--- config.mk ---
export PLATFORM = sky130hd
export DESIGN_NAME = ctpwm_top
export DESIGN_NICKNAME = d
export VERILOG_FILES = /design/src/logic/ctpwm_pkg.sv /design/src/logic/ctpwm_flag_if.sv /design/src/logic/ctpwm_flag.sv /design/src/logic/ctpwm_top.sv
export VERILOG_INCLUDE_DIRS = /design/src /design/src/logic
export SDC_FILE = /design/constraint.sdc
export NUM_CORES = 1
export LEC_CHECK = 0
export ABC_AREA = 1
export BUFFER_PORTS_ARGS = -buffer_cell sky130_fd_sc_hd__buf_2
export CORE_MARGIN = 2
export CORE_UTILIZATION = 60
export CTS_BUF_LIST = sky130_fd_sc_hd__clkbuf_8
export DETAILED_ROUTE_END_ITERATION = 10
export GPL_TIMING_DRIVEN = 0
export PLACE_DENSITY = 0.8
export REMOVE_ABC_BUFFERS = 1
export SLEW_MARGIN = 10
export SYNTH_ARGS = -nofsm -noshare
export SYNTH_HDL_FRONTEND = slang
export SYNTH_SLANG_ARGS = --single-unit
--- constraint.sdc ---
create_clock -name pclk -period 3.3 [get_ports pclk]
set_clock_uncertainty 0.1 [all_clocks]
set_input_delay 0.33 -clock pclk [delete_from_list [all_inputs] [get_ports pclk]]
set_output_delay 0.33 -clock pclk [all_outputs]
set_load 0.01 [all_outputs]
--- src/logic/ctpwm_map.svh ---
// Register offsets, field positions and reset values of the PWM timer.
`ifndef CTPWM_MAP_SVH
`define CTPWM_MAP_SVH

`define CTPWM_NCH         2
`define CTPWM_CHW         1
`define CTPWM_AW          8

`define CTPWM_OFS_SC      8'h00
`define CTPWM_OFS_CNTH    8'h04
`define CTPWM_OFS_CNTL    8'h08
`define CTPWM_OFS_MODH    8'h0C
`define CTPWM_OFS_MODL    8'h10
`define CTPWM_OFS_CH0     8'h14
`define CTPWM_CH_STRIDE   8'h0C
`define CTPWM_CH_VH       8'h04
`define CTPWM_CH_VL       8'h08

`define CTPWM_B_FLAG      7
`define CTPWM_B_IE        6
`define CTPWM_B_CENTER_ALIGN_SELECT     5
`define CTPWM_B_RUN       3
`define CTPWM_B_MSB       5
`define CTPWM_B_MSA       4
`define CTPWM_B_ELSB      3
`define CTPWM_B_ELSA      2

`define CTPWM_RST_BYTE    8'h00
`define CTPWM_RST_WORD    16'h0000
`define CTPWM_CNT_TOP     16'hFFFF

`endif

--- src/logic/ctpwm_pkg.sv ---
// Types and helpers shared by the PWM timer modules.
package ctpwm_pkg;
  `include "ctpwm_map.svh"

  typedef enum logic [1:0] {
    MODE_CAPTURE, MODE_COMPARE, MODE_EDGE_PWM, MODE_CENTER_PWM
  } ctpwm_mode_t;

  typedef enum logic [3:0] {
    SEL_NONE, SEL_SC, SEL_CNTH, SEL_CNTL, SEL_MODH, SEL_MODL,
    SEL_CSC, SEL_CVH, SEL_CVL
  } ctpwm_sel_t;

  typedef struct packed {
    logic [15:0] val;
    logic [7:0]  bhi;
    logic [7:0]  blo;
    logic        shi;
    logic        slo;
    logic        ie;
    logic [1:0]  ms;
    logic [1:0]  els;
    logic        s1;
    logic        s2;
    logic        s3;
    logic        out;
  } ctpwm_ch_t;

  typedef struct packed {
    logic [15:0] cnt;
    logic        up;
    logic [15:0] modv;
    logic [7:0]  mhi;
    logic [7:0]  mlo;
    logic        mshi;
    logic        mslo;
    logic        overflow_interrupt_enable;
    logic        center_align_select;
    logic        run;
    logic [2:0]  ps;
    logic [6:0]  div;
    logic [15:0] lat;
    logic        latched;
    logic        lat_hi;
    logic        lat_lo;
    logic        ack;
    logic        err;
    logic [7:0]  rdata;
    ctpwm_ch_t [`CTPWM_NCH-1:0] ch;
  } ctpwm_st_t;

  typedef struct packed {
    logic flag;
    logic arm;
  } ctpwm_flg_t;

  function automatic logic [7:0] ctpwm_byte(logic [15:0] v, logic hi);
    return hi ? v[15:8] : v[7:0];
  endfunction

  function automatic logic [6:0] ctpwm_div_mask(logic [2:0] ps);
    return 7'((8'h01 << ps) - 8'h01);
  endfunction

  function automatic logic [7:0] ctpwm_ch_base(int n);
    return 8'(`CTPWM_OFS_CH0 + n * `CTPWM_CH_STRIDE);
  endfunction
endpackage

--- src/logic/ctpwm_flag_if.sv ---
// Carrier between the timer core and one two-step clearable flag.
`timescale 1ns/1ps
interface ctpwm_flag_if;
  logic set;
  logic rd;
  logic wr;
  logic wbit;
  logic flag;
  modport owner (output set, output rd, output wr, output wbit,
                 input flag);
  modport unit  (input set, input rd, input wr, input wbit,
                 output flag);
endinterface // ctpwm_flag_if

--- src/logic/ctpwm_flag.sv ---
// One event flag with its read-then-write-zero clear sequence.
`timescale 1ns/1ps
module ctpwm_flag
  import ctpwm_pkg::*;
(
  input  wire logic   pclk,
  input  wire logic   presetn,
  ctpwm_flag_if.unit  fi
);
  ctpwm_flg_t q;
  ctpwm_flg_t d;

  always_comb begin
    d = q;
    if (fi.wr) begin
      if (q.arm && !fi.wbit) begin
        d.flag = 1'b0;
      end
      d.arm = 1'b0;
    end else if (fi.rd && q.flag) begin
      d.arm = 1'b1;
    end
    // A new event cancels a pending clear, so it is never lost.
    if (fi.set) begin
      d.flag = 1'b1;
      d.arm  = 1'b0;
    end
  end

  always_ff @(posedge pclk or negedge presetn) begin
    if (!presetn) begin
      q <= '0;
    end else begin
      q <= d;
    end
  end

  assign fi.flag = q.flag;
endmodule // ctpwm_flag

--- src/logic/ctpwm_top.sv ---
// PWM timer with up or up/down counter, channels and APB registers.
`timescale 1ns/1ps
module ctpwm_top
  import ctpwm_pkg::*;
(
  input  wire logic                   pclk,
  input  wire logic                   presetn,
  input  wire logic                   psel,
  input  wire logic                   penable,
  input  wire logic                   pwrite,
  input  wire logic [`CTPWM_AW-1:0]   paddr,
  input  wire logic [31:0]            pwdata,
  output wire logic [31:0]            prdata,
  output wire logic                   pready,
  output wire logic                   pslverr,
  input  wire logic [`CTPWM_NCH-1:0]  chan_pin_level,
  output wire logic [`CTPWM_NCH-1:0]  chan_pin_drive,
  output wire logic [`CTPWM_NCH-1:0]  chan_pin_oe,
  output wire logic                   ovf_irq,
  output wire logic [`CTPWM_NCH-1:0]  chan_irq
);
  ctpwm_st_t                q;
  ctpwm_st_t                d;
  ctpwm_sel_t               sel;
  logic [`CTPWM_CHW-1:0]    chi;
  logic                     acc;
  logic                     rd_take;
  logic                     wr_done;
  logic                     tick;
  logic [15:0]              term;
  logic                     rev;
  logic                     wrap;
  logic                     bound;
  logic [7:0]               wb;
  logic [15:0]              cnt_view;
  logic                     ovf_flag;
  logic [`CTPWM_NCH-1:0]    ch_flag;
  logic [`CTPWM_NCH-1:0]    ch_set;
  logic [`CTPWM_NCH-1:0]    ch_rd;
  logic [`CTPWM_NCH-1:0]    ch_wr;
  ctpwm_mode_t              mode [`CTPWM_NCH];
  logic                     edge_hit;
  logic                     match;
  logic                     vok;
  logic                     lvl;
  logic                     nh;
  logic                     nl;

  ctpwm_flag_if ovf_if ();
  ctpwm_flag_if ch_if [`CTPWM_NCH] ();

  // Address decode; only the low byte lane carries data.
  always_comb begin
    sel = SEL_NONE;
    chi = '0;
    if (paddr == `CTPWM_OFS_SC) begin
      sel = SEL_SC;
    end else if (paddr == `CTPWM_OFS_CNTH) begin
      sel = SEL_CNTH;
    end else if (paddr == `CTPWM_OFS_CNTL) begin
      sel = SEL_CNTL;
    end else if (paddr == `CTPWM_OFS_MODH) begin
      sel = SEL_MODH;
    end else if (paddr == `CTPWM_OFS_MODL) begin
      sel = SEL_MODL;
    end else begin
      for (int n = 0; n < `CTPWM_NCH; n++) begin
        if (paddr == ctpwm_ch_base(n)) begin
          sel = SEL_CSC;
          chi = `CTPWM_CHW'(n);
        end else if (paddr == 8'(ctpwm_ch_base(n) + `CTPWM_CH_VH)) begin
          sel = SEL_CVH;
          chi = `CTPWM_CHW'(n);
        end else if (paddr == 8'(ctpwm_ch_base(n) + `CTPWM_CH_VL)) begin
          sel = SEL_CVL;
          chi = `CTPWM_CHW'(n);
        end
      end
    end
  end

  always_comb begin
    d = q;
    // One wait state: read data and read side effects are taken on the
    // first access edge, writes on the completing edge.
    acc = psel && penable;
    rd_take = acc && !q.ack && !pwrite;
    wr_done = acc && q.ack && pwrite;
    wb = pwdata[7:0];
    tick = q.run && (q.div == ctpwm_div_mask(q.ps));
    term = (q.modv == `CTPWM_RST_WORD) ? `CTPWM_CNT_TOP : q.modv;
    rev = tick && q.center_align_select && q.up && (q.cnt == q.modv);
    wrap = tick && !q.center_align_select && (q.cnt == term);
    // A stopped counter has no periods, so buffers load at once.
    bound = !q.run || rev || wrap;
    cnt_view = q.latched ? q.lat : q.cnt;
    ch_set = '0;
    ch_rd = '0;
    ch_wr = '0;
    edge_hit = 1'b0;
    match = 1'b0;
    vok = 1'b0;
    lvl = 1'b0;
    nh = 1'b0;
    nl = 1'b0;

    // Prescaler gives the timer clock as a one-cycle enable.
    d.div = (!q.run || tick) ? 7'h00 : 7'(q.div + 7'h01);

    if (tick) begin
      if (q.center_align_select) begin
        if (q.up) begin
          // A zero modulus never turns the count; software avoids it.
          if (q.cnt == q.modv && q.modv != `CTPWM_RST_WORD) begin
            d.up  = 1'b0;
            d.cnt = q.cnt - 16'h0001;
          end else begin
            d.cnt = q.cnt + 16'h0001;
          end
        end else if (q.cnt == `CTPWM_RST_WORD) begin
          d.up  = 1'b1;
          d.cnt = q.cnt + 16'h0001;
        end else begin
          d.cnt = q.cnt - 16'h0001;
        end
      end else begin
        d.up  = 1'b1;
        d.cnt = (q.cnt == term) ? `CTPWM_RST_WORD
                                : q.cnt + 16'h0001;
      end
    end

    if (q.mshi && q.mslo && bound) begin
      d.modv = {q.mhi, q.mlo};
      d.mshi = 1'b0;
      d.mslo = 1'b0;
    end

    for (int n = 0; n < `CTPWM_NCH; n++) begin
      if (q.center_align_select) begin
        mode[n] = MODE_CENTER_PWM;
      end else if (q.ch[n].ms[1]) begin
        mode[n] = MODE_EDGE_PWM;
      end else if (q.ch[n].ms[0]) begin
        mode[n] = MODE_COMPARE;
      end else begin
        mode[n] = MODE_CAPTURE;
      end
      d.ch[n].s1 = chan_pin_level[n];
      d.ch[n].s2 = q.ch[n].s1;
      d.ch[n].s3 = q.ch[n].s2;
      case (q.ch[n].els)
        2'b01:   edge_hit = q.ch[n].s2 && !q.ch[n].s3;
        2'b10:   edge_hit = !q.ch[n].s2 && q.ch[n].s3;
        2'b11:   edge_hit = q.ch[n].s2 != q.ch[n].s3;
        default: edge_hit = 1'b0;
      endcase
      match = tick && (q.cnt == q.ch[n].val);
      if (q.ch[n].shi && q.ch[n].slo) begin
        if (mode[n] == MODE_COMPARE || mode[n] == MODE_CAPTURE ||
            bound) begin
          d.ch[n].val = {q.ch[n].bhi, q.ch[n].blo};
          d.ch[n].shi = 1'b0;
          d.ch[n].slo = 1'b0;
        end
      end
      vok = q.ch[n].val != `CTPWM_RST_WORD && !q.ch[n].val[15];
      case (mode[n])
        MODE_CAPTURE: begin
          d.ch[n].out = 1'b0;
          if (edge_hit) begin
            d.ch[n].val = q.cnt;
            ch_set[n]   = 1'b1;
          end
        end
        MODE_COMPARE: begin
          ch_set[n] = match;
          if (match) begin
            case (q.ch[n].els)
              2'b01:   d.ch[n].out = !q.ch[n].out;
              2'b10:   d.ch[n].out = 1'b0;
              2'b11:   d.ch[n].out = 1'b1;
              default: d.ch[n].out = q.ch[n].out;
            endcase
          end
        end
        MODE_EDGE_PWM: begin
          ch_set[n] = match;
          lvl = (q.ch[n].val != `CTPWM_RST_WORD) && (q.cnt < q.ch[n].val);
          d.ch[n].out = lvl ^ q.ch[n].els[0];
        end
        default: begin
          // Active from the down-count match through zero to the up-count
          // match: 2 x value timer clocks, all of it at counts at or below the value.
          ch_set[n] = match;
          lvl = vok && (q.up ? q.cnt < q.ch[n].val
                             : q.cnt <= q.ch[n].val);
          d.ch[n].out = lvl ^ q.ch[n].els[0];
        end
      endcase
    end

    if (rd_take) begin
      if (sel == SEL_CNTH || sel == SEL_CNTL) begin
        nh = q.lat_hi || sel == SEL_CNTH;
        nl = q.lat_lo || sel == SEL_CNTL;
        if (!q.latched) begin
          d.lat = q.cnt;
        end
        d.latched = !(nh && nl);
        d.lat_hi  = nh && !nl;
        d.lat_lo  = nl && !nh;
      end
      ch_rd[chi] = sel == SEL_CSC;
    end

    if (acc && !q.ack) begin
      d.ack = 1'b1;
      d.err = sel == SEL_NONE;
      case (sel)
        SEL_SC:   d.rdata = {ovf_flag, q.overflow_interrupt_enable, q.center_align_select, 1'b0, q.run, q.ps};
        SEL_CNTH: d.rdata = ctpwm_byte(cnt_view, 1'b1);
        SEL_CNTL: d.rdata = ctpwm_byte(cnt_view, 1'b0);
        SEL_MODH: d.rdata = ctpwm_byte(q.modv, 1'b1);
        SEL_MODL: d.rdata = ctpwm_byte(q.modv, 1'b0);
        SEL_CSC:  d.rdata = {ch_flag[chi], q.ch[chi].ie, q.ch[chi].ms,
                             q.ch[chi].els, 2'b00};
        SEL_CVH:  d.rdata = ctpwm_byte(q.ch[chi].val, 1'b1);
        SEL_CVL:  d.rdata = ctpwm_byte(q.ch[chi].val, 1'b0);
        default:  d.rdata = `CTPWM_RST_BYTE;
      endcase
    end else if (acc) begin
      d.ack = 1'b0;
    end

    if (wr_done) begin
      case (sel)
        SEL_SC: begin
          d.overflow_interrupt_enable  = wb[`CTPWM_B_IE];
          d.center_align_select = wb[`CTPWM_B_CENTER_ALIGN_SELECT];
          d.run   = wb[`CTPWM_B_RUN];
          d.ps    = wb[2:0];
          d.mshi  = 1'b0;
          d.mslo  = 1'b0;
        end
        SEL_CNTH, SEL_CNTL: begin
          d.cnt     = `CTPWM_RST_WORD;
          d.up      = 1'b1;
          d.div     = 7'h00;
          d.latched = 1'b0;
          d.lat_hi  = 1'b0;
          d.lat_lo  = 1'b0;
        end
        SEL_MODH: begin
          d.mhi  = wb;
          d.mshi = 1'b1;
        end
        SEL_MODL: begin
          d.mlo  = wb;
          d.mslo = 1'b1;
        end
        SEL_CSC: begin
          ch_wr[chi]     = 1'b1;
          d.ch[chi].ie   = wb[`CTPWM_B_IE];
          d.ch[chi].ms   = wb[`CTPWM_B_MSB:`CTPWM_B_MSA];
          d.ch[chi].els  = wb[`CTPWM_B_ELSB:`CTPWM_B_ELSA];
          d.ch[chi].shi  = 1'b0;
          d.ch[chi].slo  = 1'b0;
        end
        SEL_CVH: begin
          d.ch[chi].bhi = wb;
          d.ch[chi].shi = 1'b1;
        end
        SEL_CVL: begin
          d.ch[chi].blo = wb;
          d.ch[chi].slo = 1'b1;
        end
        default: begin
        end
      endcase
    end
  end

  always_ff @(posedge pclk or negedge presetn) begin
    if (!presetn) begin
      q    <= '0;
      q.up <= 1'b1;
    end else begin
      q <= d;
    end
  end

  // Overflow flag and its two-step clear.
  assign ovf_if.set  = rev || wrap;
  assign ovf_if.rd   = rd_take && sel == SEL_SC;
  assign ovf_if.wr   = wr_done && sel == SEL_SC;
  assign ovf_if.wbit = wb[`CTPWM_B_FLAG];
  assign ovf_flag    = ovf_if.flag;

  ctpwm_flag u_ovf_flag (
    .pclk    (pclk),
    .presetn (presetn),
    .fi      (ovf_if)
  );

  for (genvar g = 0; g < `CTPWM_NCH; g++) begin : g_ch
    assign ch_if[g].set  = ch_set[g];
    assign ch_if[g].rd   = ch_rd[g];
    assign ch_if[g].wr   = ch_wr[g];
    assign ch_if[g].wbit = wb[`CTPWM_B_FLAG];
    assign ch_flag[g]    = ch_if[g].flag;

    ctpwm_flag u_ch_flag (
      .pclk    (pclk),
      .presetn (presetn),
      .fi      (ch_if[g])
    );

    assign chan_pin_drive[g] = q.ch[g].out;
    // Capture channels and cleared edge selects leave the pin alone.
    assign chan_pin_oe[g] = (q.center_align_select || q.ch[g].ms != 2'b00) &&
                            q.ch[g].els != 2'b00;
    assign chan_irq[g] = ch_flag[g] && q.ch[g].ie;
  end

  assign ovf_irq = ovf_flag && q.overflow_interrupt_enable;
  assign prdata  = {24'h000000, q.rdata};
  assign pready  = q.ack;
  assign pslverr = q.ack && q.err;
endmodule // ctpwm_top

==> impl_metrics.env, run 1 <==
export IMPL_finalNonFillerCells=1885
export IMPL_numCtsBuffers=17
export IMPL_crit_fanout=14
export IMPL_synth_edff_count=0
export IMPL_port_buffers=39
export IMPL_cp_required_ps=3590
export IMPL_drt_wl_total_um=36600
export IMPL_die_y_um=143
export IMPL_tightest_slew_ps=1070
export IMPL_grt_ovfl_total=0
export IMPL_area_growth_pct=6.19
export IMPL_antenna_found_initial=0
export IMPL_routedWlPerCell_um=19.4
export IMPL_placed_area_um2=11800
export IMPL_fp_row_count=50
export IMPL_drt_first_pass_iters=6
export IMPL_netlist_instances=1616
export IMPL_dpl_cell_count=1840
export IMPL_fin_crit_ps=3190
export IMPL_pin_count=88
export IMPL_path_cells="inv_1 > nand2_1 > nand2_1 > nor2_1 > nand2_1 > nor2_1 > nand3_1 > nand2_1 > nand2_1 > o21ai_2 > inv_1 > a211oi_1"
export IMPL_seq_area_frac_synth=0.397
export IMPL_clockBufferDepth=2
export IMPL_drt_vias_per_instance=6.00
export IMPL_hold_viol=0
export IMPL_min_path_type="in -> reg"
export IMPL_cp_common_cell="nand2_1"
export IMPL_gp_congestion=0.990
export IMPL_most_common_layout_cells="390 x nand2_1, 211 x nor2_1, 183 x inv_1"
export IMPL_fin_area_um2=12400
export IMPL_synthDistinctLibCells=56
export IMPL_r2r_slack_ps=110
export IMPL_end_kind="register"
export IMPL_track_usage=0.366
export IMPL_cap_viol_max_count=0
export IMPL_insertion_delay_ps=500
export IMPL_worst_ir_drop_vdd_mv=0.278
export IMPL_synth_area_um2=11700
export IMPL_arrival_ps=3490
export IMPL_dp_hpwl_um=26300
export IMPL_power_density_nw_per_um2=547
export IMPL_critPathKind="reg -> reg"
export IMPL_nets=1700
export IMPL_ys_seq_elements=185
export IMPL_timing_final_crit_share=0.968
export IMPL_ys_warnings_count=0
export IMPL_syn_mean_instance_area_um2=7.21
export IMPL_cts_tree="done"
export IMPL_die_area_um2=20600
export IMPL_fp_dieW_um=143
export IMPL_max_slew_margin=0.283
export IMPL_outcome="finished clean"
export IMPL_drtIter0Drc=1577
export IMPL_synthArstFlopShare=1.00
export IMPL_grt_start_max_net_pins=115
export IMPL_cts_htree_levels=4
export IMPL_vias=11300
export IMPL_cellLeakagePower_nw=6.48
export IMPL_start_util=0.617
export IMPL_mostFrequentLayoutCell="nand2_1"
export IMPL_cts_root_buf="clkbuf_8"
export IMPL_path_clk_slew_ps=110
export IMPL_ant_nets=0
export IMPL_timing_final_setup_violations=0
export IMPL_core_um2=18900
export IMPL_drive_above_1_share=0.0732
export IMPL_cts_num_sinks=185
export IMPL_fmax_ghz=0.313
export IMPL_drv_slew=0
export IMPL_drc_errors=0
export IMPL_antenna_cells=0
export IMPL_grt_pass1_wl_um=57100
export IMPL_cp_slowest_stage_delay_ps=900
export IMPL_worst_path_max_delay_cell="dfrtp_1"
export IMPL_synth_ff_type="dfrtp_1"
export IMPL_worstSetupStartpointType="register"
export IMPL_grt_pass1_vias=10400
-- state kept, by name, indices dropped and copies added (netlist names) --
name	count
q	168
prdata	8
chan_pin_drive	2
g_ch.u_ch_flag.fi.flag	2
g_ch.u_ch_flag.q	2
pready	1
u_ovf_flag.fi.flag	1
u_ovf_flag.q	1
-- Yosys cell counts (all sizes together) (10+ instances only) --
| master | count | area, um2 |
|---|---|---|
| nand3 | 101 | 523 |
| o31ai | 11 | 82.6 |
| xor2 | 25 | 219 |
| a21oi | 84 | 420 |
| clkbuf | 34 | 129 |
| o21ai | 115 | 579 |
| inv | 191 | 717 |
| nand2 | 396 | 1510 |
| ha | 41 | 513 |
| a211oi | 10 | 75.1 |
| nand4 | 26 | 175 |
| nor4 | 12 | 75.1 |
| nor3 | 16 | 90.1 |
| dfrtp | 184 | 4600 |
| nor2 | 222 | 870 |
| buf | 65 | 423 |
| o22ai | 21 | 131 |
-- layer usage --
layer  GRT usage  part of all wire
met4       0.149             0.044
met3      0.0753              0.11
met2       0.570              0.44
met5           0                 0
met1       0.500              0.40
-- final timing paths --
kind | startpoint | endpoint | cells after the start
max in group asynchronous | presetn | g_ch[1].u_ch_flag.q[0] | 3
min | pwdata[5] | q[126] | 3
max | q[169] | q[169] | 12
max reg2reg | q[169] | q[169] | 12
min reg2reg | q[46] | q[45] | 0
min in group asynchronous | presetn | q[119] | 2
-- report_power, final --
part	switching, mW	internal, mW	leakage [nW]
clock network	1.03	0.677	0.228
registers	0.349	2.45	2.38
logic	1.42	0.828	3.87
-- timing repair --
action	CTS	global route
endpoints found under the setup margin	59	96
setup buffers	0	7
pin swaps	0	3
resized for setup	5	9
cloned	0	0
hold buffers	6	0
hold endpoints to repair	75	0
-- critical path: cells and delay by family, from the launching register on --
family / cells / cell delay (ps)
AO/OA/AOI/OAI: 2 / 710
flip-flops: 1 / 900
AND/OR/NAND/NOR: 8 / 880
buffers and inverters: 2 / 500
-- stage by stage --
stage	TNS, ps	worst slack, ps	util	hold slack [ps]	total power, mW
floorplan	0	635	-	-65.6	4.34
global route	-29.8	-20.3	0.655	36.2	7.18
finish	0	105	0.655	23.3	6.77
CTS	-1420	-105	0.651	8.16	6.70
detailed placement	-23940	-670	0.622	236	4.99
global placement	-237240	-1190	0.620	237	4.93
-- cell type report --
| type | instances | area [um2] |
|---|---|---|
| clock inverter | 15 | 230 |
| tap | 260 | 325 |
| multi-input combinational | 1162 | 5880 |
| clock buffer | 17 | 234 |
| timing repair buffer | 53 | 345 |
| inverter | 193 | 731 |
| sequential | 185 | 4630 |
| fill | 1701 | 6510 |
-- logic make-up (layout without fill, tap and decap cells) --
kind of cell             count (synthesis)  in the layout  synth area share
AND/OR/NAND/NOR                        778            778             0.282
buffers and inverters                  292            278             0.110
AO/OA/AOI/OAI                          289            289             0.144
flip-flops                             185            185             0.397
adder cells (fa/ha/maj)                 41             41            0.0440
XOR/XNOR                                29             29            0.0218
other                                    1             24          0.000322
multiplexers                             1              1          0.000859
No activity file was read; power rests on OpenSTA's default activity.
==> run 2: changes to the inputs <==
Settings changed: ABC_AREA 1 to unset, HOLD_SLACK_MARGIN set to 0.05.
==> impl_metrics.env, run 2 <==
export IMPL_synth_most_common_cell="dfrtp_1"
export IMPL_met2_usage=0.549
export IMPL_mostFrequentLayoutCell="dfrtp_1"
export IMPL_critPathKind="reg -> reg"
export IMPL_fillers=1345
export IMPL_cts_htree_levels=4
export IMPL_rsz0062_at_grt="true"
export IMPL_worst_path_max_delay_cell="or4_4"
export IMPL_hold_viol=0
export IMPL_r2r_cells=11
export IMPL_dp_hpwl_um=22600
export IMPL_outcome="complete, but fails checks"
export IMPL_use_met3=0.0577
export IMPL_timing_final_crit_share=1.06
export IMPL_violations="setup timing"
export IMPL_synth_common_cells="184 x dfrtp_1, 99 x nor2_1, 74 x nand2_1"
export IMPL_path_cells="buf_6 > or3_4 > ha_4 > xor2_1 > and4_1 > o221ai_4 > or4_4 > a21oi_4 > o211ai_4 > buf_12 > mux2_4"
export IMPL_top_usage_layer="met2"
export IMPL_vias=9517
export IMPL_path_clk_slew_ps=120
export IMPL_die_y_um=139
export IMPL_grt_pass1_vias=9207
export IMPL_drc_errors=0
export IMPL_cts_root_buf="clkbuf_8"
export IMPL_arrival_ps=3790
export IMPL_ant_nets=0
export IMPL_max_slew_margin=0.151
export IMPL_fp_dieW_um=139
export IMPL_crit_start="q[123]"
export IMPL_netlist_instances=1117
export IMPL_cap_viol_max_count=0
export IMPL_cts_tree="done"
export IMPL_synth_edff_count=0
export IMPL_ys_warnings_count=0
export IMPL_use_met1=0.485
export IMPL_end_kind="register"
export IMPL_r2r_start="q[123]"
export IMPL_antenna_cells=0
export IMPL_clockBufferDepth=2
export IMPL_cp_depth=11
export IMPL_power_mw=5.38
export IMPL_drt_wl_total_um=34200
export IMPL_track_usage=0.355
export IMPL_antenna_found_initial=0
export IMPL_cts_num_sinks=185
export IMPL_comb_power_share=0.187
export IMPL_routedWlPerCell_um=24.7
export IMPL_final_setup_tns_ps=-5780
export IMPL_grt_pass1_wl_um=52600
export IMPL_start_util=0.608
export IMPL_core_um2=17900
export IMPL_gp_congestion=0.953
export IMPL_dp_slack_ps=-1410
export IMPL_p_switching_mw=1.89
export IMPL_synth_area_leader_cell="dfrtp_1"
export IMPL_insertion_delay_ps=500
export IMPL_drive_above_1_share=0.229
export IMPL_synthDistinctLibCells=74
export IMPL_internal_power_mw=3.49
export IMPL_area_growth_pct=11.9
export IMPL_clkPwrFrac=0.307
export IMPL_drt_vias_per_instance=6.86
export IMPL_r2r_slack_ps=-200
export IMPL_min_path_type="in -> reg"
export IMPL_timing_final_setup_violations=54
export IMPL_cp_required_ps=3590
export IMPL_timing_hold_ws_ps=89.8
export IMPL_drv_slew=0
export IMPL_grt_ovfl_total=0
export IMPL_cp_slowest_stage_delay_ps=630
export IMPL_r2r_end="q[158]"
export IMPL_synthArstFlopShare=1.00
export IMPL_fp_row_count=49
export IMPL_seq_area_frac_synth=0.425
export IMPL_synth_ff_type="dfrtp_1"
export IMPL_die_area_um2=19200
export IMPL_yosys_top_cells_area="dfrtp_1 42%, mux2_2 7.3%, ha_1 4.7%, mux2i_1 4.6%, nor2_1 3.4%"
export IMPL_drtIter0Drc=1394
export IMPL_largest_register_ffs=168
export IMPL_worst_ir_drop_vdd_mv=0.333
export IMPL_fmax_ghz=0.286
export IMPL_ys_seq_elements=185
export IMPL_most_common_layout_cells="168 x dfrtp_1, 94 x nor2_1, 74 x nand2_1"
export IMPL_drt_first_pass_iters=7
export IMPL_fin_crit_ps=3500
export IMPL_fin_area_um2=12200
export IMPL_fin_ws_ps=-197
export IMPL_power_density_nw_per_um2=441
export IMPL_placed_area_um2=11000
export IMPL_pwr_share_seq=0.506
export IMPL_numCtsBuffers=17
export IMPL_path_buf_inv=2
export IMPL_nets=1233
export IMPL_synth_area_um2=10900
export IMPL_crit_end="q[158]"
export IMPL_worstSetupStartpointType="register"
export IMPL_cellLeakagePower_nw=5.70
export IMPL_crit_family="simple AND/OR/NAND/NOR gates"
export IMPL_syn_mean_instance_area_um2=9.75
export IMPL_synth_top_area_share=0.423
export IMPL_port_buffers=39
export IMPL_pin_count=88
export IMPL_crit_fanout=9
export IMPL_tightest_slew_ps=1270
export IMPL_p_sw_frac=0.351
export IMPL_grt_start_max_net_pins=109
export IMPL_largest_register="q"
==> run 2: worst min-delay path by stage <==
stage / slack [ps] / start / cells past startpoint / to
detailed placement: 240 / presetn / 1 / q[6]
global route: 80 / pwdata[4] / 3 / q[6]
global placement: 230 / q[46] / 0 / q[45]
finish: 90 / pwdata[4] / 3 / q[6]
floorplan: -70 / presetn / 0 / chan_pin_drive[0]
CTS: 60 / pwdata[4] / 3 / q[6]
==> run 2: timing repair <==
item                       CTS  global route
resized for setup           39            38
setup endpoints to repair   92            79
pin swaps                   22            22
hold buffers                 3             0
hold endpoints to repair    79             0
cloned                       2             1
buffers inserted            29             8
==> run 2: power by group through the flow <==
stage	clock, mW	sequential [mW]	combinational (mW)
6_report	1.65	2.72	1.01
3_3_place_gp	0	2.74	0.905
4_1_cts	1.66	2.70	0.980
5_1_grt	1.75	2.73	1.13
2_1_floorplan	0	2.63	0.653
3_5_place_dp	0	2.74	0.940
==> run 2: final cells by class <==
| type | count | area [um2] | share of cell area |
|---|---|---|---|
| Clock buffer | 17 | 234 | 0.0192 |
| Clock inverter | 15 | 209 | 0.0171 |
| Inverter | 60 | 225 | 0.0185 |
| Multi-Input combinational cell | 796 | 5850 | 0.480 |
| Sequential cell | 185 | 4650 | 0.382 |
| Tap cell | 229 | 287 | 0.0235 |
| Timing Repair Buffer | 85 | 732 | 0.0600 |
==> run 2: metal layers <==
| metal | vias to the layer above | part of all wire |
|---|---|---|
| met5 | - | 0 |
| met4 | 0 | 0.060 |
| met3 | 174 | 0.10 |
| met2 | 689 | 0.45 |
| met1 | 4597 | 0.39 |
| li1 | 4057 | - |
==> run 2: per-stage QoR <==
| step | instances | util |
|---|---|---|
| floorplan | 1040 | - |
| global placement | 1308 | 0.610 |
| detailed placement | 1314 | 0.616 |
| CTS | 1379 | 0.670 |
| global route | 1387 | 0.681 |
| finish | 1387 | 0.681 |
==> run 2: cells by family after synthesis <==
logic type | synth area share
xor+xnor | 0.0121
fa+ha+maj | 0.0471
simple gates | 0.156
flops | 0.425
mux | 0.133
compound gates | 0.156
buf+inv | 0.0697
other cells | 0.000344
==> run 2: worst register-to-register path, cell delays in order, from the launching register on <==
cell and delay [ps]:
dfrtp_2 460, buf_6 130, or3_4 330, ha_4 190, xor2_1 200, and4_1 270, o221ai_4 140, or4_4 630
a21oi_4 300, o211ai_4 160, buf_12 180, mux2_4 290
==> run 3: changes to the inputs <==
Settings changed: CORE_ASPECT_RATIO set to 0.9.
==> impl_metrics.env, run 3 (synthesis gave the netlist of run 2 again) <==
export IMPL_placed_area_um2=11000
export IMPL_timing_final_setup_violations=67
export IMPL_cts_num_sinks=185
export IMPL_vias=9415
export IMPL_cts_htree_levels=4
export IMPL_timing_hold_ws_ps=109
export IMPL_track_usage=0.356
export IMPL_mostFrequentLayoutCell="dfrtp_1"
export IMPL_cts_root_buf="clkbuf_8"
export IMPL_grt_pass1_wl_um=52300
export IMPL_ant_nets=0
export IMPL_max_slew_margin=0.299
export IMPL_grt_ovfl_total=0
export IMPL_numCtsBuffers=17
export IMPL_cts_tree="done"
export IMPL_fp_row_count=46
export IMPL_largest_register_ffs=168
export IMPL_cap_viol_max_count=0
export IMPL_drtIter0Drc=1113
export IMPL_post_route_util=0.689
export IMPL_drt_wl_total_um=34200
export IMPL_largest_register="q"
export IMPL_fin_area_um2=12200
export IMPL_worst_ir_drop_vdd_mv=0.347
export IMPL_cp_required_ps=3590
export IMPL_fillers=1316
export IMPL_antenna_cells=0
export IMPL_drt_vias_per_instance=6.71
export IMPL_start_util=0.614
export IMPL_most_common_layout_cells="168 x dfrtp_1, 95 x nor2_1, 73 x nand2_1"
export IMPL_fmax_ghz=0.280
export IMPL_antenna_found_initial=0
export IMPL_tightest_slew_ps=1050
export IMPL_grt_start_max_net_pins=113
export IMPL_drc_errors=0
export IMPL_routedWlPerCell_um=24.4
export IMPL_end_kind="register"
export IMPL_rsz0062_at_grt="true"
export IMPL_insertion_delay_ps=490
export IMPL_dp_slack_ps=-990
export IMPL_port_buffers=39
export IMPL_gp_congestion=0.976
export IMPL_hp_start="penable"
export IMPL_r2r_start="q[123]"
export IMPL_clockBufferDepth=2
export IMPL_hold_viol=0
export IMPL_core_um2=17700
export IMPL_timing_final_crit_share=1.08
export IMPL_area_growth_pct=12.2
export IMPL_crit_fanout=7
export IMPL_fin_ws_ps=-271
export IMPL_min_path_type="in -> reg"
export IMPL_crit_start="q[123]"
export IMPL_grt_pass1_vias=8948
export IMPL_power_mw=5.29
export IMPL_critPathKind="reg -> reg"
export IMPL_nets=1239
export IMPL_drv_slew=0
export IMPL_arrival_ps=3860
export IMPL_cellLeakagePower_nw=5.72
export IMPL_fp_dieW_um=146
export IMPL_violations="setup timing"
export IMPL_worstSetupStartpointType="register"
export IMPL_drive_above_1_share=0.240
export IMPL_dp_hpwl_um=21900
export IMPL_power_density_nw_per_um2=433
export IMPL_r2r_slack_ps=-270
export IMPL_path_clk_slew_ps=120
export IMPL_outcome="complete, but fails checks"
export IMPL_die_y_um=132
export IMPL_drt_first_pass_iters=7
export IMPL_fin_crit_ps=3570
export IMPL_pin_count=88
export IMPL_die_area_um2=19200
==> run 3: where the power goes <==
part	internal [mW]	total [mW]	switching [mW]	leakage, nW
clock network	0.580	1.57	0.991	0.195
registers	2.44	2.71	0.268	2.48
logic	0.443	1.01	0.567	3.04
total	3.46	5.29	1.83	5.72
==> run 3: what timing repair did <==
action                                  CTS  global route
hold buffers                              3             0
gates cloned                              2             1
resized for setup                        41            50
pin swaps                                32            23
endpoints found under the hold margin    74             0
buffers inserted                         30            12
endpoints found under the setup margin   86            86
==> run 3: worst max-delay path: stages (launching register included) <==
cell	delay, ps
dfrtp_2	450
buf_6	120
or3_4	330
ha_4	190
or4b_4	520
nand3_4	100
xor2_2	80
or4_4	610
a21oi_4	290
buf_6	190
o21ai_0	140
a32o_2	330
==> run 3: layout make-up <==
class	instances	area [um2]	share of cell area
clock buffers	17	234	0.0192
well taps	240	300	0.0246
flip-flops and latches	185	4660	0.381
repair buffers	92	781	0.0639
inverters	60	225	0.0184
multi-input cells	795	5850	0.479
clock inverters	15	168	0.0137
==> run 3: stage by stage <==
stage	setup TNS, ps	std cells
detailed placement	-58940	1324
floorplan	-75700	1040
finish	-11580	1404
CTS	-5100	1391
global route	-16630	1404
global placement	-426610	1319
==> run 3: worst paths after layout <==
kind | depth (start not counted) | to
min in group asynchronous | 2 | q[168]
worst max register to register | 11 | q[128]
worst min register to register | 0 | q[2]
worst min-delay path | 4 | pready
worst max-delay path | 11 | q[128]
max in group asynchronous | 3 | q[124]
==> run 3: metal layers <==
layer | wire (um) | global-route usage | up-vias
met4 | 1560 | 0.155 | 0
met5 | 0 | 0 | -
li1 | - | - | 4063
met3 | 4060 | 0.102 | 139
met1 | 13500 | 0.485 | 4559
met2 | 15100 | 0.536 | 654
